**src/include/lsx_pkg.sv**
```systemverilog
// Package for the load/store execution unit: opcode classes, modes, cycle counts.
// Assumes an 8-bit core with 16-bit data and program addresses.
package lsx_pkg;

  // ----------------------------------------------------------------
  // Widths
  // ----------------------------------------------------------------
  localparam int LSX_DW = 8;
  localparam int LSX_AW = 16;
  localparam int LSX_RW = 5;
  localparam int LSX_IOW = 6;
  localparam int LSX_QW = 6;

  // ----------------------------------------------------------------
  // Cycle counts per instruction class
  // ----------------------------------------------------------------
  localparam logic [1:0] LSX_CYC_DATA = 2'h2;
  localparam logic [1:0] LSX_CYC_PROG = 2'h3;
  localparam logic [1:0] LSX_CYC_ONE  = 2'h1;

  // ----------------------------------------------------------------
  // Reset values
  // ----------------------------------------------------------------
  localparam logic [LSX_AW-1:0] LSX_PTR_RST = 16'h0000;
  localparam logic [LSX_AW-1:0] LSX_SP_RST  = 16'h08ff;
  localparam logic [LSX_RW-1:0] LSX_REG_ZERO = 5'h00;

  // ----------------------------------------------------------------
  // Operation classes
  // ----------------------------------------------------------------
  typedef enum logic [3:0] {
    LSX_OP_NOP,
    LSX_OP_INDIRECT_LOAD,
    LSX_OP_INDIRECT_STORE,
    LSX_OP_DISPLACEMENT_LOAD,
    LSX_OP_DISPLACEMENT_STORE,
    LSX_OP_DIRECT_LOAD,
    LSX_OP_DIRECT_STORE,
    LSX_OP_PROGRAM_MEMORY_READ,
    LSX_OP_IO_IN,
    LSX_OP_IO_OUT,
    LSX_OP_PUSH,
    LSX_OP_POP,
    LSX_OP_SLEEP,
    LSX_OP_WATCHDOG_RESTART,
    LSX_OP_BREAK
  } lsx_op_t;

  typedef enum logic [1:0] {
    LSX_AM_PLAIN,
    LSX_AM_POST_INC,
    LSX_AM_PRE_DEC
  } lsx_mode_t;

  // Pointer pair select: 0 first, 1 second, 2 third
  localparam logic [1:0] LSX_PTR_FIRST  = 2'h0;
  localparam logic [1:0] LSX_PTR_SECOND = 2'h1;
  localparam logic [1:0] LSX_PTR_THIRD  = 2'h2;

endpackage

```
**src/lsx_dest_reg.sv**
```systemverilog
// Result latch: holds the byte and target register index of a load.
// Assumes the register file samples wb_valid as a one-cycle pulse.
`timescale 1ns/10ps
module lsx_dest_reg
  import lsx_pkg::*;
(
  input  wire logic              clk,
  input  wire logic              rst,
  input  wire logic              load,
  input  wire logic [LSX_RW-1:0] idx_in,
  input  wire logic [LSX_DW-1:0] data_in,
  output logic                   wb_valid,
  output logic      [LSX_RW-1:0] wb_idx,
  output logic      [LSX_DW-1:0] wb_data
);

  // ----------------------------------------------------------------
  // Write-back latch
  // ----------------------------------------------------------------
  always_ff @(posedge clk) begin
    if (rst) begin
      wb_valid <= 1'b0;
      wb_idx   <= LSX_REG_ZERO;
      wb_data  <= 8'h00;
    end else begin
      wb_valid <= load;
      if (load) begin
        wb_idx  <= idx_in;
        wb_data <= data_in;
      end
    end
  end

endmodule

```
**src/lsx_exec.sv**
```systemverilog
// Load/store execution unit for an 8-bit core: data, program and I/O moves.
// Assumes data memory answers reads one cycle after the address, program
// memory two cycles after, and I/O reads combinationally.
//
// Overview of operation
// RULE1: Post-increment load reads, then pointer plus one
// RULE2: Pre-decrement load decrements pointer, then reads
// RULE3: Displacement load uses pointer plus offset, unchanged
// RULE4: Post-increment store writes, then pointer plus one
// RULE5: Pre-decrement store decrements pointer, then writes
// RULE6: Displacement store uses pointer plus offset
// RULE7: Direct load from instruction address, two cycles
// RULE8: Direct store to instruction address, two cycles
// RULE9: Program read via third pointer, three cycles
// RULE10: I/O in and out take one cycle
// RULE11: Push stores register on stack, two cycles
// RULE12: Pop loads register from stack, two cycles
// RULE13: Sleep one cycle, signals sleep logic
// RULE14: Watchdog restart one cycle, signals watchdog
// RULE15: Break only signals the debug facility
// RULE16: Pointer updates visible next instruction; flags untouched
`timescale 1ns/10ps
module lsx_exec
  import lsx_pkg::*;
(
  input  wire logic              clk,
  input  wire logic              rst,
  input  wire logic              issue,
  input  wire lsx_op_t           op,
  input  wire lsx_mode_t         mode,
  input  wire logic [1:0]        ptr_sel,
  input  wire logic [LSX_QW-1:0] disp,
  input  wire logic [LSX_AW-1:0] direct_addr,
  input  wire logic [LSX_IOW-1:0] io_addr,
  input  wire logic [LSX_RW-1:0] reg_idx,
  input  wire logic [LSX_DW-1:0] src_data,
  input  wire logic [LSX_DW-1:0] dmem_rdata,
  input  wire logic [LSX_DW-1:0] pmem_rdata,
  input  wire logic [LSX_DW-1:0] io_rdata,
  output logic                   busy,
  output logic                   done,
  output logic      [LSX_AW-1:0] dmem_addr,
  output logic                   dmem_re,
  output logic                   dmem_we,
  output logic      [LSX_DW-1:0] dmem_wdata,
  output logic      [LSX_AW-1:0] pmem_addr,
  output logic                   pmem_re,
  output logic      [LSX_IOW-1:0] io_addr_out,
  output logic                   io_re,
  output logic                   io_we,
  output logic      [LSX_DW-1:0] io_wdata,
  output logic                   wb_valid,
  output logic      [LSX_RW-1:0] wb_idx,
  output logic      [LSX_DW-1:0] wb_data,
  output logic                   sleep_req,
  output logic                   watchdog_restart,
  output logic                   break_req,
  output logic                   flags_we,
  output logic      [LSX_AW-1:0] ptr_first,
  output logic      [LSX_AW-1:0] ptr_second,
  output logic      [LSX_AW-1:0] ptr_third,
  output logic      [LSX_AW-1:0] sp
);

  // ----------------------------------------------------------------
  // Helpers
  // ----------------------------------------------------------------
  function automatic logic [LSX_AW-1:0] step(input logic [LSX_AW-1:0] a, input logic up);
    step = up ? LSX_AW'(a + 16'h0001) : LSX_AW'(a - 16'h0001);
  endfunction

  function automatic logic [1:0] cycles_of(input lsx_op_t o);
    unique case (o)
      LSX_OP_PROGRAM_MEMORY_READ: cycles_of = LSX_CYC_PROG;
      LSX_OP_NOP, LSX_OP_IO_IN, LSX_OP_IO_OUT, LSX_OP_SLEEP,
      LSX_OP_WATCHDOG_RESTART, LSX_OP_BREAK: cycles_of = LSX_CYC_ONE;
      default: cycles_of = LSX_CYC_DATA;
    endcase
  endfunction

  // ----------------------------------------------------------------
  // Instruction state
  // ----------------------------------------------------------------
  lsx_op_t           cur_op;
  logic [LSX_RW-1:0] cur_reg;
  logic [LSX_AW-1:0] cur_addr;
  logic [1:0]        cur_sel;
  logic              cur_ptr_upd;
  logic [LSX_AW-1:0] cur_ptr_new;
  logic [1:0]        remain;
  logic [LSX_AW-1:0] sel_ptr;
  logic [LSX_AW-1:0] next_addr;
  logic              ptr_we;
  logic              sp_we;
  logic [LSX_AW-1:0] sp_wdata;
  logic              ld_fire;
  logic [LSX_DW-1:0] ld_data;
  logic              last;

  lsx_ptr_file u_ptr (
    .clk        (clk),
    .rst        (rst),
    .ptr_we     (ptr_we),
    .ptr_sel    (cur_sel),
    .ptr_wdata  (cur_ptr_new),
    .sp_we      (sp_we),
    .sp_wdata   (sp_wdata),
    .ptr_first  (ptr_first),
    .ptr_second (ptr_second),
    .ptr_third  (ptr_third),
    .sp         (sp)
  );

  always_comb begin
    unique case (ptr_sel)
      LSX_PTR_FIRST:  sel_ptr = ptr_first;
      LSX_PTR_SECOND: sel_ptr = ptr_second;
      default:        sel_ptr = ptr_third;
    endcase
  end

  // Effective address at issue
  always_comb begin
    unique case (op)
      LSX_OP_INDIRECT_LOAD, LSX_OP_INDIRECT_STORE:
        next_addr = (mode == LSX_AM_PRE_DEC) ? step(sel_ptr, 1'b0) : sel_ptr; // [RULE2] [RULE5]
      LSX_OP_DISPLACEMENT_LOAD, LSX_OP_DISPLACEMENT_STORE:
        next_addr = LSX_AW'(sel_ptr + {10'h000, disp}); // [RULE3] [RULE6]
      LSX_OP_DIRECT_LOAD, LSX_OP_DIRECT_STORE:
        next_addr = direct_addr; // [RULE7] [RULE8]
      LSX_OP_PROGRAM_MEMORY_READ:
        next_addr = ptr_third; // [RULE9]
      LSX_OP_PUSH:
        next_addr = sp; // [RULE11]
      LSX_OP_POP:
        next_addr = step(sp, 1'b1); // [RULE12]
      default:
        next_addr = direct_addr;
    endcase
  end

  assign last   = busy && remain == 2'h1;
  assign ptr_we = last && cur_ptr_upd; // [RULE16]
  assign sp_we  = last && (cur_op == LSX_OP_PUSH || cur_op == LSX_OP_POP);
  assign sp_wdata = (cur_op == LSX_OP_PUSH) ? step(sp, 1'b0) : cur_addr;

  // ----------------------------------------------------------------
  // Sequencer
  // ----------------------------------------------------------------
  always_ff @(posedge clk) begin
    if (rst) begin
      busy        <= 1'b0;
      remain      <= 2'h0;
      cur_op      <= LSX_OP_NOP;
      cur_reg     <= LSX_REG_ZERO;
      cur_addr    <= LSX_PTR_RST;
      cur_sel     <= LSX_PTR_FIRST;
      cur_ptr_upd <= 1'b0;
      cur_ptr_new <= LSX_PTR_RST;
    end else if (issue && !busy && cycles_of(op) != LSX_CYC_ONE) begin
      busy    <= 1'b1;
      remain  <= 2'(cycles_of(op) - 2'h1); // [RULE1] [RULE9]
      cur_op  <= op;
      cur_reg <= (op == LSX_OP_PROGRAM_MEMORY_READ && mode == LSX_AM_PLAIN &&
                  reg_idx == LSX_REG_ZERO) ? LSX_REG_ZERO : reg_idx; // [RULE9]
      cur_addr <= next_addr;
      cur_sel  <= (op == LSX_OP_PROGRAM_MEMORY_READ) ? LSX_PTR_THIRD : ptr_sel;
      cur_ptr_upd <= ((op == LSX_OP_INDIRECT_LOAD || op == LSX_OP_INDIRECT_STORE ||
                       op == LSX_OP_PROGRAM_MEMORY_READ) && mode != LSX_AM_PLAIN);
      cur_ptr_new <= (mode == LSX_AM_POST_INC) ? step(next_addr, 1'b1)
                                               : next_addr; // [RULE1] [RULE4]
    end else if (busy) begin
      remain <= 2'(remain - 2'h1);
      busy   <= remain != 2'h1;
    end
  end

  always_ff @(posedge clk) begin
    if (rst) begin
      done <= 1'b0;
    end else begin
      done <= last || (issue && !busy && cycles_of(op) == LSX_CYC_ONE); // [RULE10]
    end
  end

  // ----------------------------------------------------------------
  // Memory strobes
  // ----------------------------------------------------------------
  always_ff @(posedge clk) begin
    if (rst) begin
      dmem_addr  <= LSX_PTR_RST;
      dmem_re    <= 1'b0;
      dmem_we    <= 1'b0;
      dmem_wdata <= 8'h00;
    end else begin
      dmem_re <= 1'b0;
      dmem_we <= 1'b0;
      if (issue && !busy) begin
        dmem_addr  <= next_addr;
        dmem_wdata <= src_data;
        unique case (op)
          LSX_OP_INDIRECT_LOAD, LSX_OP_DISPLACEMENT_LOAD, LSX_OP_DIRECT_LOAD,
          LSX_OP_POP: dmem_re <= 1'b1; // [RULE1] [RULE7] [RULE12]
          LSX_OP_INDIRECT_STORE, LSX_OP_DISPLACEMENT_STORE, LSX_OP_DIRECT_STORE,
          LSX_OP_PUSH: dmem_we <= 1'b1; // [RULE4] [RULE8] [RULE11]
          default: ;
        endcase
      end
    end
  end

  always_ff @(posedge clk) begin
    if (rst) begin
      pmem_addr <= LSX_PTR_RST;
      pmem_re   <= 1'b0;
    end else begin
      pmem_re <= issue && !busy && op == LSX_OP_PROGRAM_MEMORY_READ;
      if (issue && !busy) begin
        pmem_addr <= next_addr;
      end
    end
  end

  always_ff @(posedge clk) begin
    if (rst) begin
      io_addr_out <= 6'h00;
      io_re       <= 1'b0;
      io_we       <= 1'b0;
      io_wdata    <= 8'h00;
    end else begin
      io_re <= issue && !busy && op == LSX_OP_IO_IN; // [RULE10]
      io_we <= issue && !busy && op == LSX_OP_IO_OUT; // [RULE10]
      if (issue && !busy) begin
        io_addr_out <= io_addr;
        io_wdata    <= src_data;
      end
    end
  end

  // ----------------------------------------------------------------
  // Core control pulses; flags are never written here
  // ----------------------------------------------------------------
  always_ff @(posedge clk) begin
    if (rst) begin
      sleep_req        <= 1'b0;
      watchdog_restart <= 1'b0;
      break_req        <= 1'b0;
      flags_we         <= 1'b0;
    end else begin
      sleep_req        <= issue && !busy && op == LSX_OP_SLEEP; // [RULE13]
      watchdog_restart <= issue && !busy && op == LSX_OP_WATCHDOG_RESTART; // [RULE14]
      break_req        <= issue && !busy && op == LSX_OP_BREAK; // [RULE15]
      flags_we         <= 1'b0; // [RULE16]
    end
  end

  // ----------------------------------------------------------------
  // Write-back
  // ----------------------------------------------------------------
  // I/O input is read combinationally at issue to hold the one-cycle count
  always_comb begin
    ld_fire = 1'b0;
    ld_data = dmem_rdata;
    if (issue && !busy && op == LSX_OP_IO_IN) begin
      ld_fire = 1'b1; // [RULE10]
      ld_data = io_rdata;
    end else if (last) begin
      unique case (cur_op)
        LSX_OP_PROGRAM_MEMORY_READ: begin
          ld_fire = 1'b1; // [RULE9]
          ld_data = pmem_rdata;
        end
        LSX_OP_INDIRECT_LOAD, LSX_OP_DISPLACEMENT_LOAD, LSX_OP_DIRECT_LOAD,
        LSX_OP_POP: ld_fire = 1'b1; // [RULE2] [RULE12]
        default: ;
      endcase
    end
  end

  lsx_dest_reg u_wb (
    .clk      (clk),
    .rst      (rst),
    .load     (ld_fire),
    .idx_in   ((issue && !busy) ? reg_idx : cur_reg),
    .data_in  (ld_data),
    .wb_valid (wb_valid),
    .wb_idx   (wb_idx),
    .wb_data  (wb_data)
  );
endmodule

```
**src/lsx_ptr_file.sv**
```systemverilog
// Pointer pair file: three 16-bit pointers plus the stack pointer.
// Assumes two update ports, pointer and stack pointer, driven by the sequencer on the same clock.
`timescale 1ns/10ps
module lsx_ptr_file
  import lsx_pkg::*;
(
  input  wire logic              clk,
  input  wire logic              rst,
  input  wire logic              ptr_we,
  input  wire logic [1:0]        ptr_sel,
  input  wire logic [LSX_AW-1:0] ptr_wdata,
  input  wire logic              sp_we,
  input  wire logic [LSX_AW-1:0] sp_wdata,
  output logic      [LSX_AW-1:0] ptr_first,
  output logic      [LSX_AW-1:0] ptr_second,
  output logic      [LSX_AW-1:0] ptr_third,
  output logic      [LSX_AW-1:0] sp
);

  // ----------------------------------------------------------------
  // Pointer storage
  // ----------------------------------------------------------------
  always_ff @(posedge clk) begin
    if (rst) begin
      ptr_first  <= LSX_PTR_RST;
      ptr_second <= LSX_PTR_RST;
      ptr_third  <= LSX_PTR_RST;
    end else if (ptr_we) begin
      // Written on the last cycle so the next instruction sees it
      unique case (ptr_sel)
        LSX_PTR_FIRST:  ptr_first  <= ptr_wdata;
        LSX_PTR_SECOND: ptr_second <= ptr_wdata;
        LSX_PTR_THIRD:  ptr_third  <= ptr_wdata;
        default: ;
      endcase
    end
  end

  always_ff @(posedge clk) begin
    if (rst) begin
      sp <= LSX_SP_RST;
    end else if (sp_we) begin
      sp <= sp_wdata;
    end
  end

endmodule

```
**config.mk**
```make
export PLATFORM = sky130hd
export DESIGN_NAME = lsx_exec
export DESIGN_NICKNAME = d
export VERILOG_FILES = /design/src/include/lsx_pkg.sv /design/src/lsx_dest_reg.sv /design/src/lsx_exec.sv /design/src/lsx_ptr_file.sv
export SDC_FILE = /design/constraint.sdc
export NUM_CORES = 1
export LEC_CHECK = 0
export BUFFER_PORTS_ARGS = -buffer_cell sky130_fd_sc_hd__buf_2
export CORE_MARGIN = 2
export CORE_UTILIZATION = 56
export CTS_CLUSTER_DIAMETER = 50
export DETAILED_ROUTE_END_ITERATION = 12
export HOLD_SLACK_MARGIN = 0.15
export PLACE_DENSITY = 0.83
export SYNTH_ARGS = -nofsm -noshare
export SYNTH_HDL_FRONTEND = slang
export SYNTH_SLANG_ARGS = --single-unit
```
**constraint.sdc**
```tcl
create_clock -name clk -period 14.1 [get_ports clk]
set_clock_uncertainty 0.15 [all_clocks]
set_input_delay 2.82 -clock clk [delete_from_list [all_inputs] [get_ports clk]]
set_output_delay 2.82 -clock clk [all_outputs]
set_load 0.05 [all_outputs]
```
After elaboration in Yosys (flattened, before gate mapping)
Index checks and enable logic that the tools add are counted.
- register bits: 164
- logic and storage cells: 125
- input bits: 76
- output and inout port bits: 143
- reduce and logical (&&, ||, !) cells: 37
- equality and inequality tests: 29
- multiplexer cells: 24
- bitwise operators: 1
- add/subtract/negate cells: 7
- operators by type and width (operator ; count):
    $pmux W16 S5 ; 1
    $mux W16 ; 3
    $eq A4 B4 Y1 const B ; 9
    $add A16 B1 Y16 const B ; 2
    $pmux W16 S2 ; 1
    $sub A16 B1 Y16 const B ; 2
    $eq A4 B3 Y1 const B ; 6
    $mux W8 ; 3
    $add A16 B6 Y16 ; 1
    $logic_and A1 B1 Y1 ; 15
    $eq A4 B2 Y1 const B ; 3
    $mux W2 ; 6
    $eq A2 B1 Y1 const B ; 5
    $mux W5 ; 2
    $eq A4 B1 Y1 const B ; 2
    $reduce_or A4 Y1 ; 2
    $mux W1 ; 7
    $logic_not A2 Y1 ; 3
    $reduce_and A2 Y1 ; 3
    $reduce_or A2 Y1 ; 3
    $reduce_or A6 Y1 ; 1
    $logic_not A5 Y1 ; 1
    $reduce_or A5 Y1 ; 1
    $eq A2 B2 Y1 const B ; 2
    other kinds (8) ; 14

Logic depth before layout (Yosys ltp)
- depth in word-level cells: 10
- gate-level depth with buffers: 18
- gate-level depth less buffers: 15

Modules after synthesis
A second synthesis with hierarchy kept.
- cells, all modules: 1203
- area total of the unflattened synthesis: 9661.8 µm²
- modules (own cells, without submodules) (module ; instances ; cells an instance ; area an instance (µm²)):
    lsx_exec ; 1 ; 929 ; 6621.4
    lsx_ptr_file ; 1 ; 230 ; 2538.7
    lsx_dest_reg ; 1 ; 44 ; 501.7

Worst setup path before layout
No wires, ideal clock.
- kind: input-to-reg
- start point: input port ptr_sel[0]
- end point: register cur_ptr_new[12]
- data arrival time: 6.335 ns
- setup slack: 7.524 ns
- library setup time: 0.091 ns
- path buffers: 2
- stages: 14
- cells stage by stage: buf_6 -> buf_6 -> mux2i_1 -> o21ai_0 -> ha_1 -> a211oi_1 -> nor2_1 -> o41ai_1 -> o21ai_0 -> a21oi_2 -> o32ai_2 -> or4_4 -> or3_1 -> a311oi_1
- longest elaborated chain between the ends: 7
- elaborated cells between the ends (all ways): 9
- classes of those cells: 3 x add/sub; 1 x eq/ne; 4 x mux; 1 x reduce/logical
- ends and longest elaborated chain (what ; RTL line ; RTL):
    from (decl) ; lsx_exec.sv:31 ; input wire logic [1:0] ptr_sel,
    $eq A2 B1 Y1 or $logic_not A2 Y1 (tied branches) ; lsx_exec.sv:115 ; unique case (ptr_sel)
    $pmux W16 S2 * ; lsx_exec.sv:115 ;
    $sub A16 B1 Y16 ; lsx_exec.sv:69 ; step = up ? LSX_AW'(a + 16'h0001) : LSX_AW'(a - 16'h0001);
    $mux W16 ; lsx_exec.sv:126 ; next_addr = (mode == LSX_AM_PRE_DEC) ? step(sel_ptr, 1'b0) : sel_ptr;
    $pmux W16 S5 * ; lsx_exec.sv:124 ; unique case (op)
    $add A16 B1 Y16 ; lsx_exec.sv:69 ;
    $mux W16 * ; lsx_exec.sv:170 ; cur_ptr_new <= (mode == LSX_AM_POST_INC) ? step(next_addr, 1'b1)
    to (signal assigned) ; lsx_exec.sv:170 ;
    to (decl) ; lsx_exec.sv:89 ; logic [LSX_AW-1:0] cur_ptr_new;
Mark *: on every way between the ends. The rest lies on a longest branch, timed or not.
A chain may end at the register's enable or synchronous reset.

Final worst setup path
Ends and elaborated chain as after synthesis.

==> results.sh <==
export IMPL_status="completed"
export IMPL_port_buffers=217
export IMPL_synthArstFlopShare=0
export IMPL_detail_route_antenna_nets=0
export IMPL_rows=46
export IMPL_cts_buffer_depth=2
export IMPL_dr_pass1_iters=5
export IMPL_setup_slack_ns=6.94
export IMPL_multiInputGateArea_um2=5320
export IMPL_final_seq_area_um2=3280
export IMPL_powerDensity_nw_per_um2=112
export IMPL_p_int_w=0.000823
export IMPL_pre_cts_slack_ns=6.61
export IMPL_crit_path_max_incr_delay_ns=0.87
export IMPL_tightest_slew_ns=1.27
export IMPL_hpwl_um=22200
export IMPL_p_seq_frac=0.418
export IMPL_synth_seq_cells=164
export IMPL_cts_setup_buffers=0
export IMPL_path_clk_slew_ns=0.06
export IMPL_rsz0062_at_grt="false"
export IMPL_clkLatencyLatePin_ns=0.44
export IMPL_use_met2=0.516
export IMPL_cts_max_level=4
export IMPL_vias=9740
export IMPL_synth_flop_cell="dfxtp_1"
export IMPL_cts_tree="yes"
export IMPL_grt_usage=0.337
export IMPL_p_leak_nw=4.36
export IMPL_rr_worst_depth=12
export IMPL_antenna_found_initial=0
export IMPL_synth_cell_type_count=72
export IMPL_critPathMaxFanout=20
export IMPL_cp_arrival_ns=7.34
export IMPL_syn_area_um2=9240
export IMPL_synth_edf_count=0
export IMPL_drv_cap=0
export IMPL_ys_warn_count=0
export IMPL_dieWidth_um=132
export IMPL_grt_pass1_wl_um=46800
export IMPL_dieArea_um2=17500
export IMPL_p_sw_w=0.000374
export IMPL_synthCells=1259
export IMPL_grt_util_met3=0.0659
export IMPL_end_kind="flop"
export IMPL_cts_hold_buf=0
export IMPL_syn_to_final_growth_pct=16.0
export IMPL_max_vdd_ir_drop_v=0.000114
export IMPL_root_buffer="clkbuf_16"
export IMPL_num_antenna_cells=0
export IMPL_grt_max_degree=101
export IMPL_initial_core_util=0.577
export IMPL_setup_worst_path_class="in2reg"
export IMPL_cts_buffers_inserted=17
export IMPL_final_common_cell="nand2_1"
export IMPL_avgSynthCellArea_um2=7.34
export IMPL_switching_share=0.312
export IMPL_ys_top_cells_by_area="dfxtp_1 (36%), nand2_1 (10%), a21oi_1 (9.5%)"
export IMPL_wirelength_um=30300
export IMPL_top_usage_layer="met2"
export IMPL_syn_num_nets=1347
export IMPL_pwr_share_clk=0.411
export IMPL_gp_congestion=0.995
export IMPL_maxSlewViolCount=0
export IMPL_timing_fmax_ghz=0.140
export IMPL_cts_resized=0
export IMPL_startpoint_type="input pin"
export IMPL_via_per_inst=6.05
export IMPL_layout_common_cells="nand2_1 (254), buf_2 (216), a21oi_1 (176), dfxtp_1 (164), nor2_1 (114)"
export IMPL_clock_sinks=164
export IMPL_finalNetCount=1471
export IMPL_drive_above_1_share=0.199
export IMPL_grt_pass1_vias=8549
export IMPL_period_needed_ns=7.16
export IMPL_final_fill_count=1408
export IMPL_yosys_area_top_type="dfxtp_1"
export IMPL_placed_cells=1580
export IMPL_use_met1=0.463
export IMPL_ios=219
export IMPL_drcViolationCount=0
export IMPL_hold_violations=0
export IMPL_synth_top_area_frac=0.355
export IMPL_pwr_share_comb=0.171
export IMPL_post_route_util=0.670
export IMPL_critPathSlowestCell="o41ai_1"
export IMPL_max_slew_margin_rel=0.150
export IMPL_required_ns=14.28
export IMPL_crit_chain="buf_2 > mux2i_1 > o21ai_0 > ha_1 > a211oi_1 > nor2_1 > o41ai_1 > o21ai_0 > a21oi_2 > o32ai_2 > or4_4 > or3_1 > a311oi_1"
export IMPL_drt_iter0_markers=1075
export IMPL_worstHoldPathType="reg2reg"
export IMPL_grt_overflow_total=0
export IMPL_cp_common_cell="o21ai_0"
export IMPL_core_um2=16000
export IMPL_finalSetupViolCount=0
export IMPL_fin_crit_sh=0.508
export IMPL_dieHeight_um=132
export IMPL_yosysSeqAreaShare=0.355
export IMPL_wl_per_cell_um=18.8
export IMPL_hold_depth=2
export IMPL_fin_setup_tns_ns=0
export IMPL_finalNonFillerCells=1611
kinds of logic (layout without fill, tap and decap cells):
kind of cell	Yosys count	after routing	share of synthesized area
and+or+nand+nor	516	516	0.253
AOI/OAI and AO/OA	350	350	0.226
DFF	164	164	0.355
buffers and inverters	139	275	0.0697
xor gates and xnor gates	45	45	0.0427
muxes	32	32	0.0353
adders and majority gates	12	12	0.0171
other	1	1	0.000406
cell type report:
class | count | area share
Timing Repair Buffer | 226 | 0.108
Sequential cell | 164 | 0.306
Clock buffer | 17 | 0.0397
Tap cell | 216 | 0.0252
Clock inverter | 14 | 0.0181
Multi-Input combinational cell | 956 | 0.496
Inverter | 18 | 0.00630
per-layer routing:
layer | vias up | routed length [um]
li1 | 4620 | -
met1 | 4488 | 12700
met2 | 541 | 13500
met3 | 91 | 2880
met4 | 0 | 1140
met5 | - | 0
per-stage QoR:
step | instance area (um^2) | hold WS (ns) | power [W]
floorplan | 9240 | 0.283 | 0.000656
global placement | 10100 | 0.288 | 0.000708
detailed placement | 10100 | 0.299 | 0.000710
CTS | 10700 | 0.308 | 0.00119
global route | 10700 | 0.325 | 0.00123
finish | 10700 | 0.307 | 0.00120
Yosys cell counts, drive strengths merged, types with 4 or more instances:
cell / number
a211oi: 32
a21o: 4
a21oi: 177
a221o: 4
a311oi: 6
a31oi: 4
and2: 6
and3: 6
and4: 7
buf: 41
clkbuf: 80
dfxtp: 164
ha: 11
inv: 18
mux2: 5
mux2i: 27
nand2: 254
nand2b: 14
nand3: 16
nand3b: 6
nand4: 15
nor2: 115
nor2b: 9
nor3: 26
nor4: 7
o21a: 12
o21ai: 57
o22ai: 17
o32a: 4
or2: 4
or3: 15
or4: 6
xnor2: 26
xor2: 19
power groups by stage:
| stage | logic (W) | clock network [W] | registers (W) |
|---|---|---|---|
| floorplan | 0.000126 | 0 | 0.000530 |
| global placement | 0.000198 | 0 | 0.000509 |
| detailed placement | 0.000200 | 0 | 0.000510 |
| CTS | 0.000201 | 0.000492 | 0.000499 |
| global route | 0.000218 | 0.000511 | 0.000502 |
| finish | 0.000204 | 0.000492 | 0.000500 |
critical path, delay by kind of cell:
| kind | cells | cell delay (ns) |
|---|---|---|
| AND/OR/NAND/NOR | 3 | 1.04 |
| adder cells (fa/ha/maj) | 1 | 0.36 |
| buffers and inverters | 1 | 0.44 |
| multiplexers | 1 | 0.14 |
| AO/OA/AOI/OAI | 7 | 2.54 |
final timing paths:
check	to	startpoint	slack [ns]
max	cur_ptr_new[12]$_SDFFE_PP0P_	ptr_sel[0]	6.94
min	cur_addr[12]$_SDFFE_PP0P_	cur_addr[12]$_SDFFE_PP0P_	0.31
max reg2reg	cur_ptr_new[12]$_SDFFE_PP0P_	u_ptr.ptr_second[1]$_SDFFE_PP0P_	9.41
min reg2reg	cur_addr[12]$_SDFFE_PP0P_	cur_addr[12]$_SDFFE_PP0P_	0.31
(Power assumes the default switching activity.)
